<file path="src/logic/sbor_pkg.sv">
// package of constants and carrier types for the standby oscillator recovery block
package sbor_pkg;
   // ************************************************************
   // register map (word offsets as byte addresses)
   // ************************************************************
   localparam logic [3:0] ADDR_CTRL = 4'h0;
   localparam logic [3:0] ADDR_ITC = 4'h4;
   localparam logic [3:0] ADDR_STAT = 4'h8;
   // ctrl fields
   localparam int QUICK_RECOVERY_BIT = 3;
   localparam int LOWPOWER_BUS_GRANT_BIT_POS = 5;
   localparam int STANDBY_SELECT_BIT = 6;
   localparam int CLOCK_DIVIDE_BIT = 7;
   localparam int PERIPHERAL_STOP_BIT = 8;
   localparam int GLOBAL_INTERRUPT_BIT = 9;
   localparam logic [9:0] CTRL_RESET = 10'h000;
   localparam logic [2:0] ITC_RESET = 3'h0;
   // ************************************************************
   // timing counts
   // ************************************************************
   localparam int WAIT_LONG_CYCLES = 131072;
   localparam int WAIT_QUICK_CYCLES = 64;
   localparam int WAIT_W = 18;
   // ************************************************************
   // types
   // ************************************************************
   typedef enum logic [1:0] {WAKE_NONE, WAKE_NMI, WAKE_INT_SERVE, WAKE_INT_RESUME} sbor_wake_t;
   typedef struct packed {
      logic wake;
      logic take_interrupt;
      logic nmi;
   } sbor_resume_t;
endpackage

</file>
<file path="src/logic/sbor_top.sv">
// standby entry, wake-up and stabilization wait controller
// Summary of operation
// - the sleep instruction with peripheral-stop and standby-select both 1 enters standby and stops the oscillator.
// - in standby a low reset, a low nmi or a low enabled external interrupt line starts the exit.
// - in standby an external bus request is granted only when the low-power grant enable is 1.
// - reset picks divide-by-two and afterwards the clock-divide bit picks 0 for two, 1 for one.
// - an external interrupt wake waits 131072 cycles with quick-recovery 0 or 64 cycles with it 1.
// - a bus grant in standby waits the same selected time before the grant is given.
// - a nmi wake, or an enabled interrupt wake with the global flag 1, takes the interrupt.
// - an enabled interrupt wake with the global flag 0 resumes after the sleep instruction.
// - an interrupt line going inactive before the wait ends leaves the block in standby.
`timescale 1ns/1ps
module sbor_top #(
   parameter int WAIT_LONG = sbor_pkg::WAIT_LONG_CYCLES,
   parameter int WAIT_QUICK = sbor_pkg::WAIT_QUICK_CYCLES
) (
   input wire logic clk, // restarted clock
   input wire logic nrst, // async reset, active low
   input wire logic ce, // clock enable
   input wire logic wb_cyc_i, // wishbone cycle
   input wire logic wb_stb_i, // wishbone strobe
   input wire logic wb_we_i, // wishbone write
   input wire logic [3:0] wb_adr_i, // byte address
   input wire logic [3:0] wb_sel_i, // byte lanes
   input wire logic [31:0] wb_dat_i, // write data
   output logic [31:0] wb_dat_o, // read data
   output logic wb_ack_o, // acknowledge
   input wire logic sleep_instruction, // one-cycle pulse from the core
   input wire logic nmi_n, // pin, active low
   input wire logic [2:0] external_interrupt_lines_n, // pins, active low
   input wire logic busreq_n, // pin, active low
   output logic busack_n, // grant, active low
   output logic osc_run, // oscillator enable
   output logic core_clk_en, // core clock gate
   output logic divide_by_one, // clock divide select
   output logic resume_pulse, // one-cycle wake to core
   output logic take_interrupt, // with resume: service interrupt
   output logic nmi_wake // with resume: wake was nmi
);
   // ************************************************************
   // pin synchronisers
   // ************************************************************
   logic [4:0] s1_reg, s2_reg, s3_reg, pin_reg;
   always_ff @(posedge clk or negedge nrst) begin
      if (!nrst) begin
         s1_reg <= 5'h1f;
         s2_reg <= 5'h1f;
         s3_reg <= 5'h1f;
         pin_reg <= 5'h1f;
      end else if (ce) begin
         s1_reg <= {busreq_n, nmi_n, external_interrupt_lines_n};
         s2_reg <= s1_reg;
         s3_reg <= s2_reg;
         for (int i = 0; i < 5; i++) begin
            if (s2_reg[i] == s3_reg[i]) begin
               pin_reg[i] <= s3_reg[i];
            end
         end
      end
   end
   // ************************************************************
   // registers
   // ************************************************************
   logic [9:0] ctrl_reg;
   logic [2:0] itc_reg;
   logic standby_reg;
   logic [sbor_pkg::WAIT_W-1:0] wait_reg;
   logic wr_ctrl, wr_itc, req;
   assign req = wb_cyc_i && wb_stb_i && !wb_ack_o;
   // writes land at the edge where the master samples ack high
   assign wr_ctrl = wb_cyc_i && wb_stb_i && wb_ack_o && wb_we_i &&
      wb_adr_i == sbor_pkg::ADDR_CTRL;
   assign wr_itc = wb_cyc_i && wb_stb_i && wb_ack_o && wb_we_i &&
      wb_adr_i == sbor_pkg::ADDR_ITC;
   always_ff @(posedge clk or negedge nrst) begin
      if (!nrst) begin
         ctrl_reg <= sbor_pkg::CTRL_RESET;
         itc_reg <= sbor_pkg::ITC_RESET;
      end else if (ce) begin
         if (wr_ctrl && wb_sel_i[0]) begin
            ctrl_reg[7:0] <= wb_dat_i[7:0];
         end
         if (wr_ctrl && wb_sel_i[1]) begin
            ctrl_reg[9:8] <= wb_dat_i[9:8];
         end
         if (wr_itc && wb_sel_i[0]) begin
            itc_reg <= wb_dat_i[2:0];
         end
      end
   end
   always_ff @(posedge clk or negedge nrst) begin
      if (!nrst) begin
         wb_ack_o <= 1'b0;
         wb_dat_o <= 32'h0;
      end else if (ce) begin
         wb_ack_o <= req;
         if (req && !wb_we_i) begin
            case (wb_adr_i)
               sbor_pkg::ADDR_CTRL: wb_dat_o <= {22'h0, ctrl_reg};
               sbor_pkg::ADDR_ITC: wb_dat_o <= {29'h0, itc_reg};
               sbor_pkg::ADDR_STAT: wb_dat_o <= {27'h0, ~busack_n, osc_run, core_clk_en,
                  standby_reg, |wait_reg};
               default: wb_dat_o <= 32'h0;
            endcase
         end
      end
   end
   always_ff @(posedge clk or negedge nrst) begin
      if (!nrst) begin
         divide_by_one <= 1'b0;
      end else if (ce) begin
         divide_by_one <= ctrl_reg[sbor_pkg::CLOCK_DIVIDE_BIT];
      end
   end
   // ************************************************************
   // standby sequencing
   // ************************************************************
   typedef enum logic [1:0] {SB_RUN, SB_STOPPED, SB_WAIT, SB_GRANTED} sbor_state_t;
   sbor_state_t state_reg, state_next;
   logic int_act, nmi_act, br_act, br_en, waiting_int;
   logic wake_req, sleep_ok, wait_last, wait_load, wake_done, abandon;
   logic [sbor_pkg::WAIT_W-1:0] wait_len;
   // ************************************************************
   // helpers
   // ************************************************************
   // the loading edge is itself a counted cycle, so the load is one short
   function automatic logic [sbor_pkg::WAIT_W-1:0] wait_length(input logic quick);
      logic [sbor_pkg::WAIT_W-1:0] len;
      if (quick) begin
         len = sbor_pkg::WAIT_W'(WAIT_QUICK - 1);
      end else begin
         len = sbor_pkg::WAIT_W'(WAIT_LONG - 1);
      end
      return len;
   endfunction
   // a low line whose enable is set
   function automatic logic line_active(input logic [2:0] pins_n, input logic [2:0] enables);
      logic hit;
      hit = 1'b0;
      for (int i = 0; i < 3; i++) begin
         if (!pins_n[i] && enables[i]) begin
            hit = 1'b1;
         end
      end
      return hit;
   endfunction
   assign int_act = line_active(pin_reg[2:0], itc_reg);
   assign nmi_act = !pin_reg[3];
   assign wake_req = nmi_act || int_act;
   assign br_en = ctrl_reg[sbor_pkg::LOWPOWER_BUS_GRANT_BIT_POS];
   assign br_act = !pin_reg[4] && br_en;
   assign sleep_ok = sleep_instruction && ctrl_reg[sbor_pkg::PERIPHERAL_STOP_BIT] &&
      ctrl_reg[sbor_pkg::STANDBY_SELECT_BIT];
   assign wait_len = wait_length(ctrl_reg[sbor_pkg::QUICK_RECOVERY_BIT]);
   assign wait_last = wait_reg == sbor_pkg::WAIT_W'(1);
   assign wait_load = state_reg != SB_WAIT && state_next == SB_WAIT;
   assign wake_done = state_reg == SB_WAIT && state_next == SB_RUN;
   // abandon wake
   // a held bus request keeps the wait alive so the grant is not lost
   assign abandon = waiting_int && !wake_req && !br_act;
   assign standby_reg = state_reg != SB_RUN;
   // ************************************************************
   // next state
   // ************************************************************
   always_comb begin
      state_next = state_reg;
      case (state_reg)
         SB_RUN: begin
            if (sleep_ok) begin
               state_next = SB_STOPPED;
            end
         end
         SB_STOPPED: begin
            if (wake_req || br_act) begin
               state_next = SB_WAIT;
            end
         end
         SB_WAIT: begin
            if (abandon) begin
               state_next = SB_STOPPED;
            end else if (wait_last && waiting_int && wake_req) begin
               state_next = SB_RUN;
            end else if (wait_last && br_act) begin
               state_next = SB_GRANTED;
            end else if (wait_last) begin
               state_next = SB_STOPPED;
            end
         end
         SB_GRANTED: begin
            if (wake_req) begin
               state_next = SB_WAIT;
            end else if (!br_act) begin
               // grant released: stop again
               state_next = SB_STOPPED;
            end
         end
         default: begin
            state_next = SB_RUN;
         end
      endcase
   end
   // ************************************************************
   // state and counter
   // ************************************************************
   always_ff @(posedge clk or negedge nrst) begin
      if (!nrst) begin
         state_reg <= SB_RUN;
      end else if (ce) begin
         state_reg <= state_next;
      end
   end
   always_ff @(posedge clk or negedge nrst) begin
      if (!nrst) begin
         wait_reg <= '0;
      end else if (ce) begin
         if (wait_load) begin
            wait_reg <= wait_len;
         end else if (state_next == SB_WAIT) begin
            wait_reg <= wait_reg - 1'b1;
         end else begin
            wait_reg <= '0;
         end
      end
   end
   // remembers whether an interrupt, not a bus request, started the wait
   always_ff @(posedge clk or negedge nrst) begin
      if (!nrst) begin
         waiting_int <= 1'b0;
      end else if (ce) begin
         if (wait_load) begin
            waiting_int <= wake_req;
         end
      end
   end
   // ************************************************************
   // clock and grant outputs
   // ************************************************************
   // oscillator stops only in SB_STOPPED; it runs through the wait and the grant
   always_ff @(posedge clk or negedge nrst) begin
      if (!nrst) begin
         osc_run <= 1'b1;
      end else if (ce) begin
         osc_run <= state_next != SB_STOPPED;
      end
   end
   always_ff @(posedge clk or negedge nrst) begin
      if (!nrst) begin
         core_clk_en <= 1'b1;
      end else if (ce) begin
         core_clk_en <= state_next == SB_RUN;
      end
   end
   // grant only after the wait
   // an interrupt wait started while granted keeps the grant until it ends
   always_ff @(posedge clk or negedge nrst) begin
      if (!nrst) begin
         busack_n <= 1'b1;
      end else if (ce) begin
         if (state_next == SB_GRANTED) begin
            busack_n <= 1'b0;
         end else if (state_next != SB_WAIT) begin
            busack_n <= 1'b1;
         end
      end
   end
   // ************************************************************
   // resume to core
   // ************************************************************
   always_ff @(posedge clk or negedge nrst) begin
      if (!nrst) begin
         resume_pulse <= 1'b0;
      end else if (ce) begin
         resume_pulse <= wake_done;
      end
   end
   always_ff @(posedge clk or negedge nrst) begin
      if (!nrst) begin
         take_interrupt <= 1'b0;
         nmi_wake <= 1'b0;
      end else if (ce) begin
         if (wake_done) begin
            nmi_wake <= nmi_act;
            take_interrupt <= nmi_act || ctrl_reg[sbor_pkg::GLOBAL_INTERRUPT_BIT];
         end
      end
   end
endmodule // sbor_top

</file>
<file path="config.mk">
export PLATFORM = sky130hd
export DESIGN_NAME = sbor_top
export DESIGN_NICKNAME = d
export VERILOG_FILES = /design/src/logic/sbor_pkg.sv /design/src/logic/sbor_top.sv
export SDC_FILE = /design/constraint.sdc
export NUM_CORES = 1
export LEC_CHECK = 0
export ABC_CLOCK_PERIOD_IN_PS = 2000
export BUFFER_PORTS_ARGS = -buffer_cell sky130_fd_sc_hd__buf_2
export CAP_MARGIN = 20
export CORE_MARGIN = 1.5
export CORE_UTILIZATION = 48
export CTS_CLUSTER_DIAMETER = 60
export DETAILED_ROUTE_END_ITERATION = 10
export GPL_TIMING_DRIVEN = 0
export MAX_ROUTING_LAYER = met4
export PLACE_DENSITY = 0.85
export SLEW_MARGIN = 20
export SYNTH_ARGS = -nofsm -noshare
export SYNTH_HDL_FRONTEND = slang
export SYNTH_SLANG_ARGS = --single-unit
export TNS_END_PERCENT = 30
</file>
<file path="constraint.sdc">
create_clock -name clk -period 2 [get_ports clk]
set_input_delay 0.4 -clock clk [delete_from_list [all_inputs] [get_ports clk]]
set_output_delay 0.4 -clock clk [all_outputs]
set_load 0.02 [all_outputs]
</file>
# After elaboration in Yosys (flattened, before gate mapping)
# Index checks and enable logic that the tools add are counted.
# classes
add_sub_neg,1
eq_ne,16
n_mux,18
n_bitwise,1
reduce_logical,53
# ops
cell,n
$mux 18,2
$pmux 10 s3,1
$reduce_and 2->1,12
$logic_and 1x1->1,23
$eq 18x1->1 const B,1
$reduce_or 18->1,1
$sub 18x1->18 const B,1
$mux 17,1
$mux 2,8
$logic_not 1->1,9
$eq 2x2->1 const B,4
$pmux 2 s4,1
$eq 1x1->1,5
$mux 1,5
$eq 4x3->1 const B,1
$eq 4x4->1 const B,1
$logic_not 2->1,2
$logic_not 4->1,1
$ne 2x2->1 const B,2
$reduce_bool 2->1,2
$logic_or 1x1->1,3
$eq 2x1->1 const B,1
$ne 2x1->1 const B,1
$not 1->1,1
# totals
regBits,94
input_bits,52
wordCells,112

# Depth between registers and ports, before layout
# logic_depth
depth_word,14
ltp_mapped,9
ltp_nobuf,8

# Worst setup path after synthesis
# Ideal clock, no wire load.
# synth_path
path_kind,register -> register
from,register wait_reg[1] (netlist bit)
to,register take_interrupt
setup_time_ns,0.125
arrival_ns,2.014
path_slack_ns,-0.139
path_stages_with_launch,9
path_buffers,0
cell_sequence,dfrtp_1 > inv_1 > ha_1 > nor4b_2 > nand4_4 > a2111oi_2 > nor3_2 > nand4b_1 > mux2_2
# synth_between
elab_chain_cells,9
# synth_rtl
element,line_no,text
start: declaration,sbor_top.sv:67,logic [sbor_pkg::WAIT_W-1:0] wait_reg;
start signal: assignment,sbor_top.sv:217,wait_reg <= wait_len;
start signal: assignment,sbor_top.sv:219,wait_reg <= wait_reg - 1'b1;
$eq 18x1->1 (*),sbor_top.sv:155,assign wait_last = wait_reg == sbor_pkg::WAIT_W'(1);
$mux 2 (tied with other cells),sbor_top.sv:185,end else if (wait_last) begin
$mux 2 or $logic_and 1x1->1 (tied branches),"sbor_top.sv:183, sbor_top.sv:181",
$mux 2 (*),sbor_top.sv:181,end else if (wait_last && waiting_int && wake_req) begin
$mux 2 (*),sbor_top.sv:179,if (abandon) begin
$pmux 2 s4 (*),sbor_top.sv:167,case (state_reg)
$logic_not 2->1 (*),sbor_top.sv:157,assign wake_done = state_reg == SB_WAIT && state_next == SB_RUN;
$logic_and 1x1->1 (*),sbor_top.sv:157,
$reduce_and 2->1 (no source line) (*),--,
end signal: assignment,sbor_top.sv:283,take_interrupt <= nmi_act || ctrl_reg[sbor_pkg::GLOBAL_INTERRUPT_BIT];
end: declaration,sbor_top.sv:37,"output logic take_interrupt,"
# Every way passes the cells marked *; elsewhere a longest branch is shown, timed or not.
# A chain may end at the register's enable or synchronous reset.

# Worst setup path after layout
# layout_path
from,register wait_reg[14] (netlist bit)
to,register take_interrupt
# The elaborated chain is that of the path after synthesis.

==> flow_metrics.tcl <==
set metrics [dict create \
    status "finished, violations left" \
    violations "negative setup slack" \
    ys_ff_latch 72 \
    synth_top_area_frac 0.328 \
    num_vias 3228 \
    nets 527 \
    period_share 1.11 \
    grt_max_degree 50 \
    stdcell_area_um2 4690 \
    setup_slack_ns -0.223 \
    cts_root_buf "clkbuf_8" \
    critPathMaxFanout 6 \
    cts_made_buffers 9 \
    cts_tree "built" \
    placed_cell_area_um2 4220 \
    drtAntennaViolNets 0 \
    synth_area_per_cell_um2 9.95 \
    fin_setup_tns_ns -2.90 \
    wl_um 9510 \
    synth_edf_count 0 \
    worst-path-buf-inv 1 \
    timing.rr.end "take_interrupt" \
    criticalPathCategory "reg -> reg" \
    clock_latency_ns 0.36 \
    clk_pin_slew_ns 0.09 \
    grt-ovfl-total 0 \
    drive_gt1_frac 0.373 \
    p_int_mw 3.27 \
    p_per_area_nw_per_um2 1170 \
    yosysUniqueCellTypes 51 \
    r2r_cells 7 \
    port_buffers 44 \
    place_congestion 0.913 \
    antenna_found_initial 0 \
    switching_share 0.408 \
    holdPathStages 2 \
    drc_errors 0 \
    n_antenna_cell 0 \
    switching_power_mw 2.25 \
    synth_top_flop_cell "dfrtp_1" \
    min_from "wb_dat_i[9]" \
    grt_pass1_vias 3080 \
    netlist_area_um2 3740 \
    critPathLaunchType "flop" \
    ir_drop_mv 0.649 \
    vias_per_cell 5.58 \
    rows 32 \
    worst_pin_slew_ns 0.836 \
    clock_sinks 72 \
    p_comb_frac 0.409 \
    yosysMostFrequentCell "dfrtp_1" \
    p_seq_frac 0.394 \
    netlist_top_cells_area "dfrtp_1, dfstp_2, mux2_2" \
    hold_class "in -> reg" \
    hold_viol 0 \
    yosys.area.top_type "dfrtp_1" \
    grt_pass1_wl_um 15000 \
    clockBufferDepth 2 \
    async_reset_ff_frac 1.00 \
    cp_slowest_cell "nor3_1" \
    hpwlAfterDp_um 6380 \
    largest_reg_flops 18 \
    fmax_mhz 450 \
    power_frac_clock 0.197 \
    synth-seq-area-share 0.489 \
    p_leak_nw 2.13 \
    grt_usage 0.239 \
    r2r_setup_slack_ns -0.22 \
    slew_headroom 0.440 \
    die_area_um2 8330 \
    finClkSkew_ns 0.0164 \
    critPathRequiredTime_ns 2.26 \
    total_power_mw 5.51 \
    cpPeakStageDelay_ns 0.45 \
    period_minus_slack_ns 2.22 \
    areaGrowthSynthToFinish_pct 25.5 \
    die_w_um 91.3 \
    h-tree-depth 3 \
    maxSlewViolCount 0 \
    wl_per_cell_um 16.4 \
    pin_count 92 \
    cp_top_family "simple AND/OR/NAND/NOR gates" \
    setup_violations 22 \
    yosys_warnings 0 \
    synthCells 376 \
    core_um2 7650 \
    die_h_um 91.3 \
    initial_utilization 0.489 \
    drt_iter0_markers 267 \
    rsz0062_at_grt "true" \
    reg2reg_from "wait_reg[14]" \
    cp_data_arrival_time_ns 2.48 \
    cap_violations 0 \
    critPathCaptureType "flop" \
    utilization 0.614 \
    crit_path_cell_trace "nor3_1 -> nand4_4 -> buf_6 -> nor2_4 -> a211oi_4 -> nand4b_1 -> mux2_4" \
    dr.pass1.iters 5 \
    hold_path_end "ctrl_reg[9]" \
    yosys-top-cells-count "dfrtp_1, o21ai_0, nand2_1, nor2_1, mux2_2" \
]
-- layout make-up --
type	instances	area [µm²]
Clock buffer	9	124
Tap cell	102	128
Inverter	16	60.1
Multi-Input combinational cell	272	1860
Sequential cell	72	1830
Buffer	36	219
Timing Repair Buffer	65	414
Fill cell	648	2950
Clock inverter	7	58.8
-- cells by family (layout without fill, tap and decap cells) --
family | after synthesis | in the layout | synth area share
and+or+nand+nor | 117 | 117 | 0.165
AOI/OAI and AO/OA | 100 | 100 | 0.168
DFF | 72 | 72 | 0.489
buffers and inverters | 53 | 133 | 0.0776
muxes | 30 | 30 | 0.0887
adders and majority gates | 3 | 3 | 0.0100
other | 1 | 22 | 0.00100
-- layer usage --
| metal | wire length, µm | GRT usage |
|---|---|---|
| met2 | 4720 | 0.374 |
| met5 | 0 | - |
| met3 | 519 | 0.0427 |
| met4 | 259 | 0.118 |
| met1 | 4010 | 0.298 |
-- stage by stage --
stage	instances	hold slack (ns)	worst slack, ns
floorplan	397	0.104	-0.0751
global placement	543	0.460	-0.483
detailed placement	544	0.331	-0.502
CTS	575	0.252	-0.224
global route	579	0.259	-0.319
finish	579	0.262	-0.223
-- how the worst max path moves through the flow --
stage / cells past startpoint / end / start / slack (ns)
after floorplan: 9 / wait_reg[12] / wait_reg[1] / -0.08
after global placement: 6 / wait_reg[8] / pin_reg[2] / -0.48
after detailed placement: 8 / wait_reg[8] / wait_reg[1] / -0.50
after CTS: 8 / take_interrupt / wait_reg[1] / -0.22
after global routing: 8 / nmi_wake / wait_reg[14] / -0.32
final: 7 / take_interrupt / wait_reg[14] / -0.22
-- power by group through the flow --
stage / clock (mW) / sequential [mW] / combinational (mW)
2_1_floorplan: 0 / 2.17 / 1.20
3_3_place_gp: 0 / 2.15 / 1.65
3_5_place_dp: 0 / 2.17 / 1.71
4_1_cts: 1.11 / 2.16 / 2.06
5_1_grt: 1.16 / 2.22 / 2.42
6_report: 1.09 / 2.17 / 2.26
-- placed cells by master (no fill, tap or decap), types with 4 or more instances in the layout --
cell and instances:
dfrtp_1 47, buf_2 44, buf_4 39, o21ai_0 38, nand2_1 33, nor2_1 26, mux2_2 24, dfstp_2 23
conb_1 22, a21oi_1 19, inv_1 15, clkbuf_1 13, nand3_1 12, nand2b_1 9, clkbuf_8 9, nor3_1 6
o2bb2ai_1 6, mux2i_1 5, inv_6 5, o31ai_1 4, o21ai_1 4
-- what timing repair did --
action	in CTS	in global routing
setup buffers	15	4
pin swaps	8	5
setup endpoints to repair	25	34
hold buffers	1	0
resized for setup	26	11
endpoints found under the hold margin	21	0
(Power assumes the default switching activity.)
